[src/abnenc_pkg.sv]
// constants for the abn quadrature encoder counter
package abnenc_pkg;

  // register byte offsets
  localparam int unsigned ADDR_W     = 8;
  localparam logic [7:0]  OFS_MODE   = 8'h00;
  localparam logic [7:0]  OFS_POS    = 8'h04;
  localparam logic [7:0]  OFS_CONST  = 8'h08;
  localparam logic [7:0]  OFS_LATCH  = 8'h0C;
  localparam logic [7:0]  OFS_STAT   = 8'h10;
  localparam logic [7:0]  OFS_CLR    = 8'h14;
  localparam logic [7:0]  OFS_EN     = 8'h18;
  localparam logic [7:0]  OFS_DEVLIM = 8'h1C;

  // encoder_mode_config field positions
  localparam int unsigned MODE_W        = 8;
  localparam int unsigned MODE_POL_A    = 0;
  localparam int unsigned MODE_POL_B    = 1;
  localparam int unsigned MODE_POL_N    = 2;
  localparam int unsigned MODE_AB_GATE  = 3;
  localparam int unsigned MODE_CLR_CONT = 4;
  localparam int unsigned MODE_CLR_ONCE = 5;
  localparam int unsigned MODE_CLR_ENC  = 6;
  localparam int unsigned MODE_DEC      = 7;

  // interrupt status bit positions
  localparam int unsigned IRQ_W   = 2;
  localparam int unsigned IRQ_N   = 0;
  localparam int unsigned IRQ_DEV = 1;

  // reset values
  localparam logic [7:0]  MODE_RST   = 8'h00;
  localparam logic [31:0] CONST_RST  = 32'h0001_0000;
  localparam logic [31:0] DEVLIM_RST = 32'h0000_0000;

  // decimal fraction base and input filter length in clocks
  localparam logic [16:0] DEC_BASE = 17'h0_2710;
  localparam int unsigned FILT_LEN = 3;

  // axi responses
  localparam logic [1:0] RESP_OKAY   = 2'h0;
  localparam logic [1:0] RESP_SLVERR = 2'h2;

endpackage : abnenc_pkg

[src/abnenc_core.sv]
// abn quadrature encoder counter with axi4-lite register slave
// Operation
// - each A or B polarity change adds or subtracts the step constant
// - step constant is signed 16.16 fixed point, two's complement
// - decimal mode: low 16 bits are ten-thousandths, 0 to 9999
// - negative constant reverses counting direction
// - negative decimal constant: integer complement minus one, fraction 10000 minus digits
// - continuous N setting clears or latches on every accepted N event
// - single N setting acts on next accepted event, then disarms
// - with AB gating, N accepted only while A and B at set levels
// - N clears position only when clear bit and single or continuous set
// - accepted N event copies position into readable snapshot
// - N clear event sets a status flag
// - position count always readable
// - A, B, N filtered, pulses under three clocks rejected
// - deviation limit with interrupt on motor versus encoder mismatch
//
// The AXI4-Lite register port and the register offsets were left to the implementer.
`timescale 1ns/1ps
`default_nettype none

module abnenc_core
  import abnenc_pkg::*;
#(
  parameter int unsigned FILT_N = FILT_LEN
) (
  // clock and reset
  input  wire logic              clk_i,
  input  wire logic              rst_i,
  // encoder inputs
  input  wire logic              enc_a_i,
  input  wire logic              enc_b_i,
  input  wire logic              enc_n_i,
  // motor position for deviation check
  input  wire logic [31:0]       motor_pos_i,
  // axi4-lite write channels
  input  wire logic [ADDR_W-1:0] s_axi_awaddr_i,
  input  wire logic              s_axi_awvalid_i,
  output logic                   s_axi_awready_o,
  input  wire logic [31:0]       s_axi_wdata_i,
  input  wire logic [3:0]        s_axi_wstrb_i,
  input  wire logic              s_axi_wvalid_i,
  output logic                   s_axi_wready_o,
  output logic [1:0]             s_axi_bresp_o,
  output logic                   s_axi_bvalid_o,
  input  wire logic              s_axi_bready_i,
  // axi4-lite read channels
  input  wire logic [ADDR_W-1:0] s_axi_araddr_i,
  input  wire logic              s_axi_arvalid_i,
  output logic                   s_axi_arready_o,
  output logic [31:0]            s_axi_rdata_o,
  output logic [1:0]             s_axi_rresp_o,
  output logic                   s_axi_rvalid_o,
  input  wire logic              s_axi_rready_i,
  // interrupt
  output logic                   irq_o
);

  typedef struct packed {
    logic [FILT_N-1:0] sa;
    logic [FILT_N-1:0] sb;
    logic [FILT_N-1:0] sn;
    logic              a_f;
    logic              b_f;
    logic              n_f;
    logic [31:0]       pos;
    logic [15:0]       frac;
    logic [31:0]       cnst;
    logic [31:0]       latch;
    logic [31:0]       devlim;
    logic [MODE_W-1:0] mode;
    logic [IRQ_W-1:0]  stat;
    logic [IRQ_W-1:0]  en;
    logic              aw_got;
    logic              w_got;
    logic [ADDR_W-1:0] awaddr;
    logic [31:0]       wdata;
    logic [3:0]        wstrb;
    logic              bvalid;
    logic [1:0]        bresp;
    logic              rvalid;
    logic [31:0]       rdata;
    logic [1:0]        rresp;
  } abnenc_st_t;

  abnenc_st_t st_r;
  abnenc_st_t st_nxt;

  // filter: output follows only after FILT_N equal samples
  function automatic logic filt(input logic [FILT_N-1:0] sh, input logic cur);
    if (&sh) begin
      filt = 1'b1;
    end else if (~|sh) begin
      filt = 1'b0;
    end else begin
      filt = cur;
    end
  endfunction : filt

  // quadrature decode: {up, down}; forward sequence ab 00,10,11,01
  function automatic logic [1:0] qdir(input logic [1:0] prv, input logic [1:0] cur);
    logic [1:0] fwd;
    logic [1:0] rev;
    unique case (prv)
      2'h0: begin fwd = 2'h2; rev = 2'h1; end
      2'h2: begin fwd = 2'h3; rev = 2'h0; end
      2'h3: begin fwd = 2'h1; rev = 2'h2; end
      2'h1: begin fwd = 2'h0; rev = 2'h3; end
    endcase
    qdir = {cur == fwd, cur == rev};
  endfunction : qdir

  // byte-lane merge of a register write
  function automatic logic [31:0] wmask(input logic [31:0] old, input logic [31:0] d, input logic [3:0] s);
    logic [31:0] r;
    r = old;
    for (int i = 0; i < 4; i++) begin
      if (s[i]) begin
        r[i*8 +: 8] = d[i*8 +: 8];
      end
    end
    wmask = r;
  endfunction : wmask

  logic        a_new;
  logic        b_new;
  logic        n_new;
  logic        step_up;
  logic        step_dn;
  logic        n_edge;
  logic        gate_ok;
  logic        armed;
  logic        n_acc;
  logic        wr_fire;
  logic        wr_pos;
  logic        wr_mode;
  logic        dec_mode;
  logic [47:0] pos48;
  logic [47:0] cstep48;
  logic [31:0] dev_diff;
  logic [31:0] dev_abs;
  logic        dev_evt;

  assign a_new   = filt(st_r.sa, st_r.a_f);
  assign b_new   = filt(st_r.sb, st_r.b_f);
  assign n_new   = filt(st_r.sn, st_r.n_f);
  assign {step_up, step_dn} = qdir({st_r.a_f, st_r.b_f}, {a_new, b_new});
  assign n_edge  = (n_new == st_r.mode[MODE_POL_N]) && (st_r.n_f != st_r.mode[MODE_POL_N]);
  assign gate_ok = !st_r.mode[MODE_AB_GATE] ||
                   ((a_new == st_r.mode[MODE_POL_A]) && (b_new == st_r.mode[MODE_POL_B]));
  assign armed   = st_r.mode[MODE_CLR_CONT] || st_r.mode[MODE_CLR_ONCE];
  assign n_acc   = n_edge && gate_ok && armed;
  assign wr_fire = st_r.aw_got && st_r.w_got && !st_r.bvalid;
  assign wr_pos  = wr_fire && (st_r.awaddr == OFS_POS);
  assign wr_mode = wr_fire && (st_r.awaddr == OFS_MODE);
  assign dec_mode = st_r.mode[MODE_DEC];
  assign pos48   = {st_r.pos, st_r.frac};
  assign cstep48 = {{16{st_r.cnst[31]}}, st_r.cnst};
  assign dev_diff = motor_pos_i - st_r.pos;
  assign dev_abs  = dev_diff[31] ? (32'h0000_0000 - dev_diff) : dev_diff;
  assign dev_evt  = (st_r.devlim != 32'h0000_0000) && (dev_abs > st_r.devlim);

  always_comb begin
    logic [16:0] fsum;
    logic        cy;
    logic [31:0] hi;
    logic [31:0] wv;
    fsum   = 17'h0_0000;
    cy     = 1'b0;
    hi     = {{16{st_r.cnst[31]}}, st_r.cnst[31:16]};
    wv     = 32'h0000_0000;
    st_nxt = st_r;

    // input filters
    st_nxt.sa  = {st_r.sa[FILT_N-2:0], enc_a_i};
    st_nxt.sb  = {st_r.sb[FILT_N-2:0], enc_b_i};
    st_nxt.sn  = {st_r.sn[FILT_N-2:0], enc_n_i};
    st_nxt.a_f = a_new;
    st_nxt.b_f = b_new;
    st_nxt.n_f = n_new;

    // position accumulation; a negative constant turns the direction round by itself
    if (step_up || step_dn) begin
      if (!dec_mode) begin
        if (step_up) begin
          {st_nxt.pos, st_nxt.frac} = pos48 + cstep48;
        end else begin
          {st_nxt.pos, st_nxt.frac} = pos48 - cstep48;
        end
      end else if (step_up) begin
        fsum = {1'b0, st_r.frac} + {1'b0, st_r.cnst[15:0]};
        cy   = (fsum >= DEC_BASE);
        if (cy) begin
          fsum = fsum - DEC_BASE;
        end
        st_nxt.frac = fsum[15:0];
        st_nxt.pos  = st_r.pos + hi + {31'h0000_0000, cy};
      end else begin
        fsum = {1'b0, st_r.frac} - {1'b0, st_r.cnst[15:0]};
        cy   = fsum[16];
        if (cy) begin
          fsum = fsum + DEC_BASE;
        end
        st_nxt.frac = fsum[15:0];
        st_nxt.pos  = st_r.pos - hi - {31'h0000_0000, cy};
      end
    end

    // n channel: snapshot, optional clear
    if (n_acc) begin
      st_nxt.latch = st_r.pos;
      if (st_r.mode[MODE_CLR_ENC]) begin
        st_nxt.pos  = 32'h0000_0000;
        st_nxt.frac = 16'h0000;
      end
    end

    // axi write address and data, taken in either order
    if (s_axi_awvalid_i && !st_r.aw_got && !st_r.bvalid) begin
      st_nxt.aw_got = 1'b1;
      st_nxt.awaddr = s_axi_awaddr_i;
    end
    if (s_axi_wvalid_i && !st_r.w_got && !st_r.bvalid) begin
      st_nxt.w_got = 1'b1;
      st_nxt.wdata = s_axi_wdata_i;
      st_nxt.wstrb = s_axi_wstrb_i;
    end
    if (wr_fire) begin
      st_nxt.aw_got = 1'b0;
      st_nxt.w_got  = 1'b0;
      st_nxt.bvalid = 1'b1;
      st_nxt.bresp  = RESP_OKAY;
      unique case (st_r.awaddr)
        OFS_MODE: begin
          wv = wmask({24'h00_0000, st_r.mode}, st_r.wdata, st_r.wstrb);
          st_nxt.mode = wv[MODE_W-1:0];
        end
        OFS_POS: begin
          st_nxt.pos  = wmask(st_r.pos, st_r.wdata, st_r.wstrb);
          st_nxt.frac = 16'h0000;
        end
        OFS_CONST:  st_nxt.cnst   = wmask(st_r.cnst, st_r.wdata, st_r.wstrb);
        OFS_DEVLIM: st_nxt.devlim = wmask(st_r.devlim, st_r.wdata, st_r.wstrb);
        OFS_CLR: begin
          if (st_r.wstrb[0]) begin
            st_nxt.stat = st_r.stat & ~st_r.wdata[IRQ_W-1:0];
          end
        end
        OFS_EN: begin
          if (st_r.wstrb[0]) begin
            st_nxt.en = st_r.wdata[IRQ_W-1:0];
          end
        end
        default: st_nxt.bresp = RESP_SLVERR;
      endcase
    end
    if (st_r.bvalid && s_axi_bready_i) begin
      st_nxt.bvalid = 1'b0;
    end

    // single-shot arm drops after its event, after any software write
    if (n_acc && st_r.mode[MODE_CLR_ONCE] && !st_r.mode[MODE_CLR_CONT]) begin
      st_nxt.mode[MODE_CLR_ONCE] = 1'b0;
    end

    // sticky status: a set in the clearing cycle wins
    if (n_acc) begin
      st_nxt.stat[IRQ_N] = 1'b1;
    end
    if (dev_evt) begin
      st_nxt.stat[IRQ_DEV] = 1'b1;
    end

    // axi read
    if (s_axi_arvalid_i && !st_r.rvalid) begin
      st_nxt.rvalid = 1'b1;
      st_nxt.rresp  = RESP_OKAY;
      unique case (s_axi_araddr_i)
        OFS_MODE:   st_nxt.rdata = {24'h00_0000, st_r.mode};
        OFS_POS:    st_nxt.rdata = st_r.pos;
        OFS_CONST:  st_nxt.rdata = st_r.cnst;
        OFS_LATCH:  st_nxt.rdata = st_r.latch;
        OFS_STAT:   st_nxt.rdata = {30'h0000_0000, st_r.stat};
        OFS_CLR:    st_nxt.rdata = 32'h0000_0000;
        OFS_EN:     st_nxt.rdata = {30'h0000_0000, st_r.en};
        OFS_DEVLIM: st_nxt.rdata = st_r.devlim;
        default: begin
          st_nxt.rdata = 32'h0000_0000;
          st_nxt.rresp = RESP_SLVERR;
        end
      endcase
    end else if (st_r.rvalid && s_axi_rready_i) begin
      st_nxt.rvalid = 1'b0;
    end
  end

  always_ff @(posedge clk_i or posedge rst_i) begin
    if (rst_i) begin
      st_r        <= '0;
      st_r.cnst   <= CONST_RST;
      st_r.mode   <= MODE_RST;
      st_r.devlim <= DEVLIM_RST;
    end else begin
      st_r <= st_nxt;
    end
  end

  assign s_axi_awready_o = !st_r.aw_got && !st_r.bvalid;
  assign s_axi_wready_o  = !st_r.w_got && !st_r.bvalid;
  assign s_axi_bvalid_o  = st_r.bvalid;
  assign s_axi_bresp_o   = st_r.bresp;
  assign s_axi_arready_o = !st_r.rvalid;
  assign s_axi_rvalid_o  = st_r.rvalid;
  assign s_axi_rdata_o   = st_r.rdata;
  assign s_axi_rresp_o   = st_r.rresp;
  assign irq_o           = |(st_r.stat & st_r.en);

  logic frac_ok;
  assign frac_ok = (st_r.frac < DEC_BASE[15:0]);
endmodule : abnenc_core

`default_nettype wire

[config.mk]
export PLATFORM = sky130hd
export DESIGN_NAME = abnenc_core
export DESIGN_NICKNAME = d
export VERILOG_FILES = /design/src/abnenc_pkg.sv /design/src/abnenc_core.sv
export SDC_FILE = /design/constraint.sdc
export NUM_CORES = 1
export LEC_CHECK = 0
export ABC_AREA = 1
export BUFFER_PORTS_ARGS = -buffer_cell sky130_fd_sc_hd__buf_2
export CAP_MARGIN = 20
export CORE_MARGIN = 2
export CORE_UTILIZATION = 50
export DETAILED_ROUTE_END_ITERATION = 16
export GPL_ROUTABILITY_DRIVEN = 0
export HOLD_SLACK_MARGIN = 0.1
export PLACE_DENSITY = 0.65
export SLEW_MARGIN = 20
export SYNTH_ARGS = -nofsm -noshare
export SYNTH_HDL_FRONTEND = slang
export SYNTH_SLANG_ARGS = --single-unit
[constraint.sdc]
create_clock -name clk_i -period 12.95 [get_ports clk_i]
set_clock_uncertainty 0.2 [all_clocks]
set_input_delay 0 -clock clk_i [delete_from_list [all_inputs] [get_ports clk_i]]
set_output_delay 0 -clock clk_i [all_outputs]
set_load 0.02 [all_outputs]
==> results of run 1 <==
-- path summary, 6_finish.rpt --
kind	cells past startpoint	slack, ns	endpoint
worst max register to register	31	6.91	pos48[46]$_DFFE_PP0P_
worst max-delay path	31	6.91	pos48[46]$_DFFE_PP0P_
worst min-delay path	7	0.15	s_axi_rdata_o[1]$_DFFE_PP0P_
min in group asynchronous	4	0.57	st_r[80]$_DFFE_PP0P_
max in group asynchronous	5	10.46	pos48[46]$_DFFE_PP0P_
worst min register to register	0	0.22	st_r[245]$_DFF_PP0_
-- worst max-delay path, delay by kind of cell, from the launching register on --
| family | cells | cell delay [ns] |
|---|---|---|
| buffers and inverters | 3 | 0.58 |
| DFF | 1 | 0.43 |
| adders and majority gates | 4 | 1.79 |
| and+or+nand+nor | 21 | 2.41 |
| AOI/OAI and AO/OA | 3 | 0.43 |
-- metal layers --
layer / vias to the layer above / track usage, % / part of all wire, %
met2: 1660 / 60.0 / 44
met3: 286 / 6.74 / 10
met5: - / 0 / 0.041
met1: 14182 / 49.9 / 41
met4: 6 / 16.0 / 4.5
li1: 14431 / - / -
-- synth_stat cells, drive strengths merged, types with 5 or more instances --
| master | n |
|---|---|
| clkbuf | 62 |
| o31ai | 5 |
| clkinv | 6 |
| buf | 70 |
| a211oi | 5 |
| nor2 | 478 |
| nor4 | 22 |
| a22oi | 15 |
| ha | 235 |
| a21oi | 350 |
| a21o | 15 |
| a21boi | 9 |
| dfrtp | 249 |
| xor2 | 88 |
| o211ai | 23 |
| a31oi | 12 |
| o21ai | 411 |
| nand3 | 296 |
| nand2 | 1046 |
| fa | 8 |
| nor3 | 59 |
| inv | 602 |
| o22ai | 21 |
| o21bai | 19 |
| a221oi | 16 |
| mux2 | 5 |
| nand4 | 53 |
| nand3b | 5 |
| xnor2 | 22 |
| or2 | 17 |
| o21a | 13 |
-- flip-flops by register name, summed over array words and instances (netlist names) --
register	count
s_axi_rvalid_o	1
st_r	127
cstep48	32
s_axi_rdata_o	32
s_axi_bvalid_o	1
s_axi_bresp_o	1
pos48	48
st_nxt	6
s_axi_rresp_o	1
dec_mode	1
-- cell type report --
type / count / area [sq um] / share of cell area [%]
Multi-Input combinational cell: 3266 / 17700 / 57.4
Sequential cell: 250 / 6260 / 20.3
Timing Repair Buffer: 339 / 2680 / 8.69
Inverter: 608 / 2290 / 7.45
Tap cell: 696 / 871 / 2.83
Clock buffer: 38 / 851 / 2.76
Clock inverter: 18 / 165 / 0.536
Antenna cell: 3 / 7.51 / 0.0244
-- cells in the final DEF (no fill, tap or decap), types with 17 or more instances in the layout --
master,count
nand2_2,19
buf_2,133
buf_4,20
o22ai_1,21
nand2_1,1022
clkbuf_16,30
o211ai_1,23
a21oi_1,343
nand4_1,53
ha_1,235
nand3_1,284
or2_2,17
nor3_1,55
inv_1,586
nor2_1,457
dfrtp_1,248
nor4_1,21
o21ai_0,400
xor2_1,82
xnor2_1,21
o21bai_1,19
dlygate4sd3_1,186
-- per-stage QoR --
| stage | utilization [%] | cell area (sq um) | hold slack [ns] | setup slack, ns | instances |
|---|---|---|---|---|---|
| floorplan | - | 27000 | -0.169 | 5.88 | 4257 |
| global placement | 52.1 | 27900 | -0.0906 | 7.18 | 4973 |
| detailed placement | 52.1 | 27900 | -0.0898 | 7.14 | 4973 |
| CTS | 57.4 | 30800 | 0.117 | 7.07 | 5214 |
| global route | 57.5 | 30800 | 0.187 | 6.65 | 5216 |
| finish | 57.5 | 30800 | 0.152 | 6.91 | 5218 |
-- logic make-up (layout without fill, tap and decap cells) --
group | Yosys count | in the layout | share of synthesized area [%]
XOR/XNOR | 110 | 110 | 3.80
buffers and inverters | 741 | 1003 | 11.5
multiplexers | 5 | 5 | 0.208
AND/OR/NAND/NOR | 1981 | 1981 | 31.0
other | 1 | 5 | 0.0139
flip-flops | 250 | 250 | 23.2
adder cells (fa/ha/maj) | 243 | 243 | 11.5
AO/OA/AOI/OAI | 925 | 925 | 18.9
==> results.yml, run 1 <==
outcome:
  status: "complete, no violations"
clocking:
  root_buffer: "clkbuf_16"
  cts_made_buffers: 30
  path_clk_slew_ns: 0.06
  clock_latency_ns: 0.61
  cts_resized: 0
  clock-sinks: 250
  cts_hold_buffers: 185
  cts_tree: "yes"
  postCtsSetupBuffers: 0
  cts_buffer_depth: 3
  cts-htree-levels: 1
die:
  start_util_pct: 50.4
  core_sq_um: 53600
  dieArea_sq_um: 55900
  die_x_microns: 236
  die_y_microns: 236
  row_count: 85
  io_pins: 136
sta:
  clock.fmax_ghz: 0.166
  worstMarginPinSlew_ns: 1.18
  post-route-min-period_ns: 6.04
  fin_crit_sh_pct: 46.6
  setup_tns_ns: 0
  relSlewSlack_pct: 20.8
  hold_viol: 0
  rsz0062_at_grt: "no"
  setup_viol_count_final: 0
  slew_violations: 0
worst_setup_path:
  crit_path_frequent_cell: "nand2_1"
  slowest_stage: "fa_1"
  critical_path_peak_fanout: 16
  critPathRequiredTime_ns: 13.19
  cp_data_arrival_time_ns: 6.27
  worst-setup-path-type: "flop to flop"
  r2r_start: "cstep48[0]$_DFFE_PP0P_"
  end_kind: "flop"
  setup.worst_path.start_class: "flop"
  crit_path_start: "cstep48[0]$_DFFE_PP0P_"
  cp_slowest_stage_delay_ns: 0.47
placement:
  dpl.hpwl_microns: 84500
  port_buffers: 133
worst_hold_path:
  hp-start: "s_axi_araddr_i[5]"
  hp-class: "primary input to flop"
grt:
  grt_pass1_vias: 28966
  grt_usage_pct: 37.5
  grt_max_degree: 130
  grt.overflow.total: 0
  antenna_found_initial: 5
  grt_pass1_wl_microns: 164000
synth:
  synthFlopType: "dfrtp_1"
  yosysTopAreaCellShare_pct: 23.1
  avgSynthCellArea_sq_um: 6.35
  netlist_instances: 4256
  seq_area_frac_synth_pct: 23.2
  synth-seq-cells: 250
  yosys-top-cells-area: "dfrtp_1, nand2_1, ha_1"
  ys_warn_count: 0
  synthArstFlopShare_pct: 100
  syn_area_sq_um: 27000
  synth_edf_count: 0
  ys_types: 66
  synth_top_cell_by_area: "dfrtp_1"
drt:
  postRouteAntennaNets: 0
  drt_iter0_markers: 3413
  wirelength_microns: 107000
  dr_total_vias: 30565
  vias_per_cell: 5.86
  drc: 0
  firstDrtPassIters: 8
  wl_per_cell_microns: 20.6
cells_and_area:
  fillers: 5360
  final_nets: 4832
  areaGrowthSynthToFinish_pct: 14.0
  drive_gt1_share_pct: 7.35
job:
  drv_cap: 0
Power of run 1 is left out: the tool's default activity adds up to more than one toggle a clock period on the data nets, which glitch-free logic cannot reach.
==> inputs of run 2 (changes only) <==
- PLACE_DENSITY: 0.65 -> 0.68
- clock period: 12.95 -> 5.19 ns (I/O delays scaled with it)
==> results.yml, run 2 (synthesis gave the netlist of run 1 again) <==
die:
  die_x_microns: 236
  start_util_pct: 50.4
  die_y_microns: 236
  io_pins: 136
  core_sq_um: 53600
  row_count: 85
  dieArea_sq_um: 55900
clocking:
  root_buffer: "clkbuf_16"
  clock_latency_ns: 0.64
  cts_made_buffers: 30
  cts-htree-levels: 1
  cts_buffer_depth: 3
  cts_tree: "yes"
  clock-sinks: 250
  path_clk_slew_ns: 0.06
sta:
  hold_slack_ns: 0.176
  fin_crit_sh_pct: 94.4
  clock.fmax_ghz: 0.204
  hold_viol: 0
  slew_violations: 0
  worstMarginPinSlew_ns: 1.20
  relSlewSlack_pct: 19.1
  setup_viol_count_final: 0
  post-route-min-period_ns: 4.90
worst_setup_path:
  critical_path_peak_fanout: 4
  worst-setup-path-type: "flop to flop"
  cp_data_arrival_time_ns: 5.18
  reg2reg_slack_ns: 0.29
  setup.worst_path.start_class: "flop"
  critPathRequiredTime_ns: 5.47
  end_kind: "flop"
grt:
  met2_usage_pct: 61.2
  use_met1_pct: 49.4
  grt_usage_pct: 38.3
  grt_max_degree: 146
  grt.overflow.total: 0
  grt_pass1_vias: 29830
  grt_pass1_wl_microns: 167000
  busiest_layer: "met2"
  grt_use_met3_pct: 7.87
  antenna_found_initial: 1
cells_and_area:
  areaGrowthSynthToFinish_pct: 18.3
  fillers: 5107
  final_common_cell: "nand2_1"
  top_register: "st_r"
  final_nets: 4962
  mostFrequentLayoutCells: "nand2_1, inv_1, nor2_1"
  finalNonFillerCells: 5345
  fin_area_sq_um: 32000
  seqCellArea_sq_um: 6260
  multi_input_area_sq_um: 17800
  drive_gt1_share_pct: 10.5
  fin_util_pct: 59.7
  largest_reg_flops: 127
drt:
  postRouteAntennaNets: 0
  drc: 0
  wirelength_microns: 110000
  dr_total_vias: 31435
  drt_iter0_markers: 3435
  wl_per_cell_microns: 20.6
  firstDrtPassIters: 8
  vias_per_cell: 5.88
placement:
  dpl.hpwl_microns: 85000
  place_area_sq_um: 28800
  port_buffers: 133
  place_inst: 5090
job:
  drv_cap: 0
outcome:
  status: "complete, no violations"
worst_hold_path:
  hp-class: "primary input to flop"
==> run 2: final cells by class <==
class	instances	area share (%)
antenna	1	0.00783
clock buffer	41	2.66
clock inverter	14	0.661
inverter	608	7.16
multi-input combinational	3266	55.6
sequential	250	19.6
tap	696	2.72
timing repair buffer	469	11.6
==> run 2: metrics by stage <==
stage          setup WS [ns]  TNS [ns]
6_report               0.291         0
5_1_grt              -0.0108   -0.0108
4_1_cts               0.0982         0
3_5_place_dp           0.217         0
3_3_place_gp           0.270         0
2_1_floorplan          0.603         0
==> run 2: path summary, 6_finish.rpt <==
kind | to | depth (start not counted) | start
setup / recovery | st_r[87]$_DFFE_PP0P_ | 27 | pos48[16]$_DFFE_PP0P_
hold / removal | s_axi_rdata_o[10]$_DFFE_PP0P_ | 4 | s_axi_arvalid_i
setup reg to reg | st_r[87]$_DFFE_PP0P_ | 27 | pos48[16]$_DFFE_PP0P_
hold reg to reg | st_r[251]$_DFF_PP0_ | 0 | st_nxt[251]$_DFF_PP0_
max in group asynchronous | pos48[1]$_DFF_PP0_ | 6 | rst_i
min in group asynchronous | st_r[83]$_DFFE_PP0P_ | 4 | rst_i
==> run 2: repair_timing <==
action	in CTS	in global routing
resized for setup	0	41
endpoints found under the setup margin	0	22
setup buffers	0	5
hold endpoints to repair	267	0
hold buffers	194	0
==> run 2: routing by layer <==
metal | wire (microns) | vias to the layer above | part of all wire (%)
li1 | - | 14685 | -
met1 | 43300 | 14524 | 39
met2 | 47800 | 1831 | 43
met3 | 12600 | 395 | 11
met4 | 6420 | 0 | 5.8
met5 | 0 | - | 0
==> run 2: critical path: stages, from the launching register on <==
cell and delay (ns):
dfrtp_1 0.49, ha_1 0.22, inv_1 0.06, fa_1 0.39, nand3_1 0.09, nand2_1 0.14
nand2_1 0.09, nand2_1 0.06, nand2_1 0.07, nand2_1 0.17, xor2_2 0.20, nor2_1 0.17
nand2_1 0.14, nor4_1 0.24, buf_4 0.20, nand3_1 0.08, buf_4 0.16, nor2_1 0.18
ha_1 0.30, nand2_1 0.08, inv_1 0.04, nand3_1 0.09, nor3_1 0.06, buf_4 0.13
a21oi_1 0.32, nand2_1 0.09, o311ai_0 0.17, nand2_1 0.11
Power of run 2 is left out for the same reason.
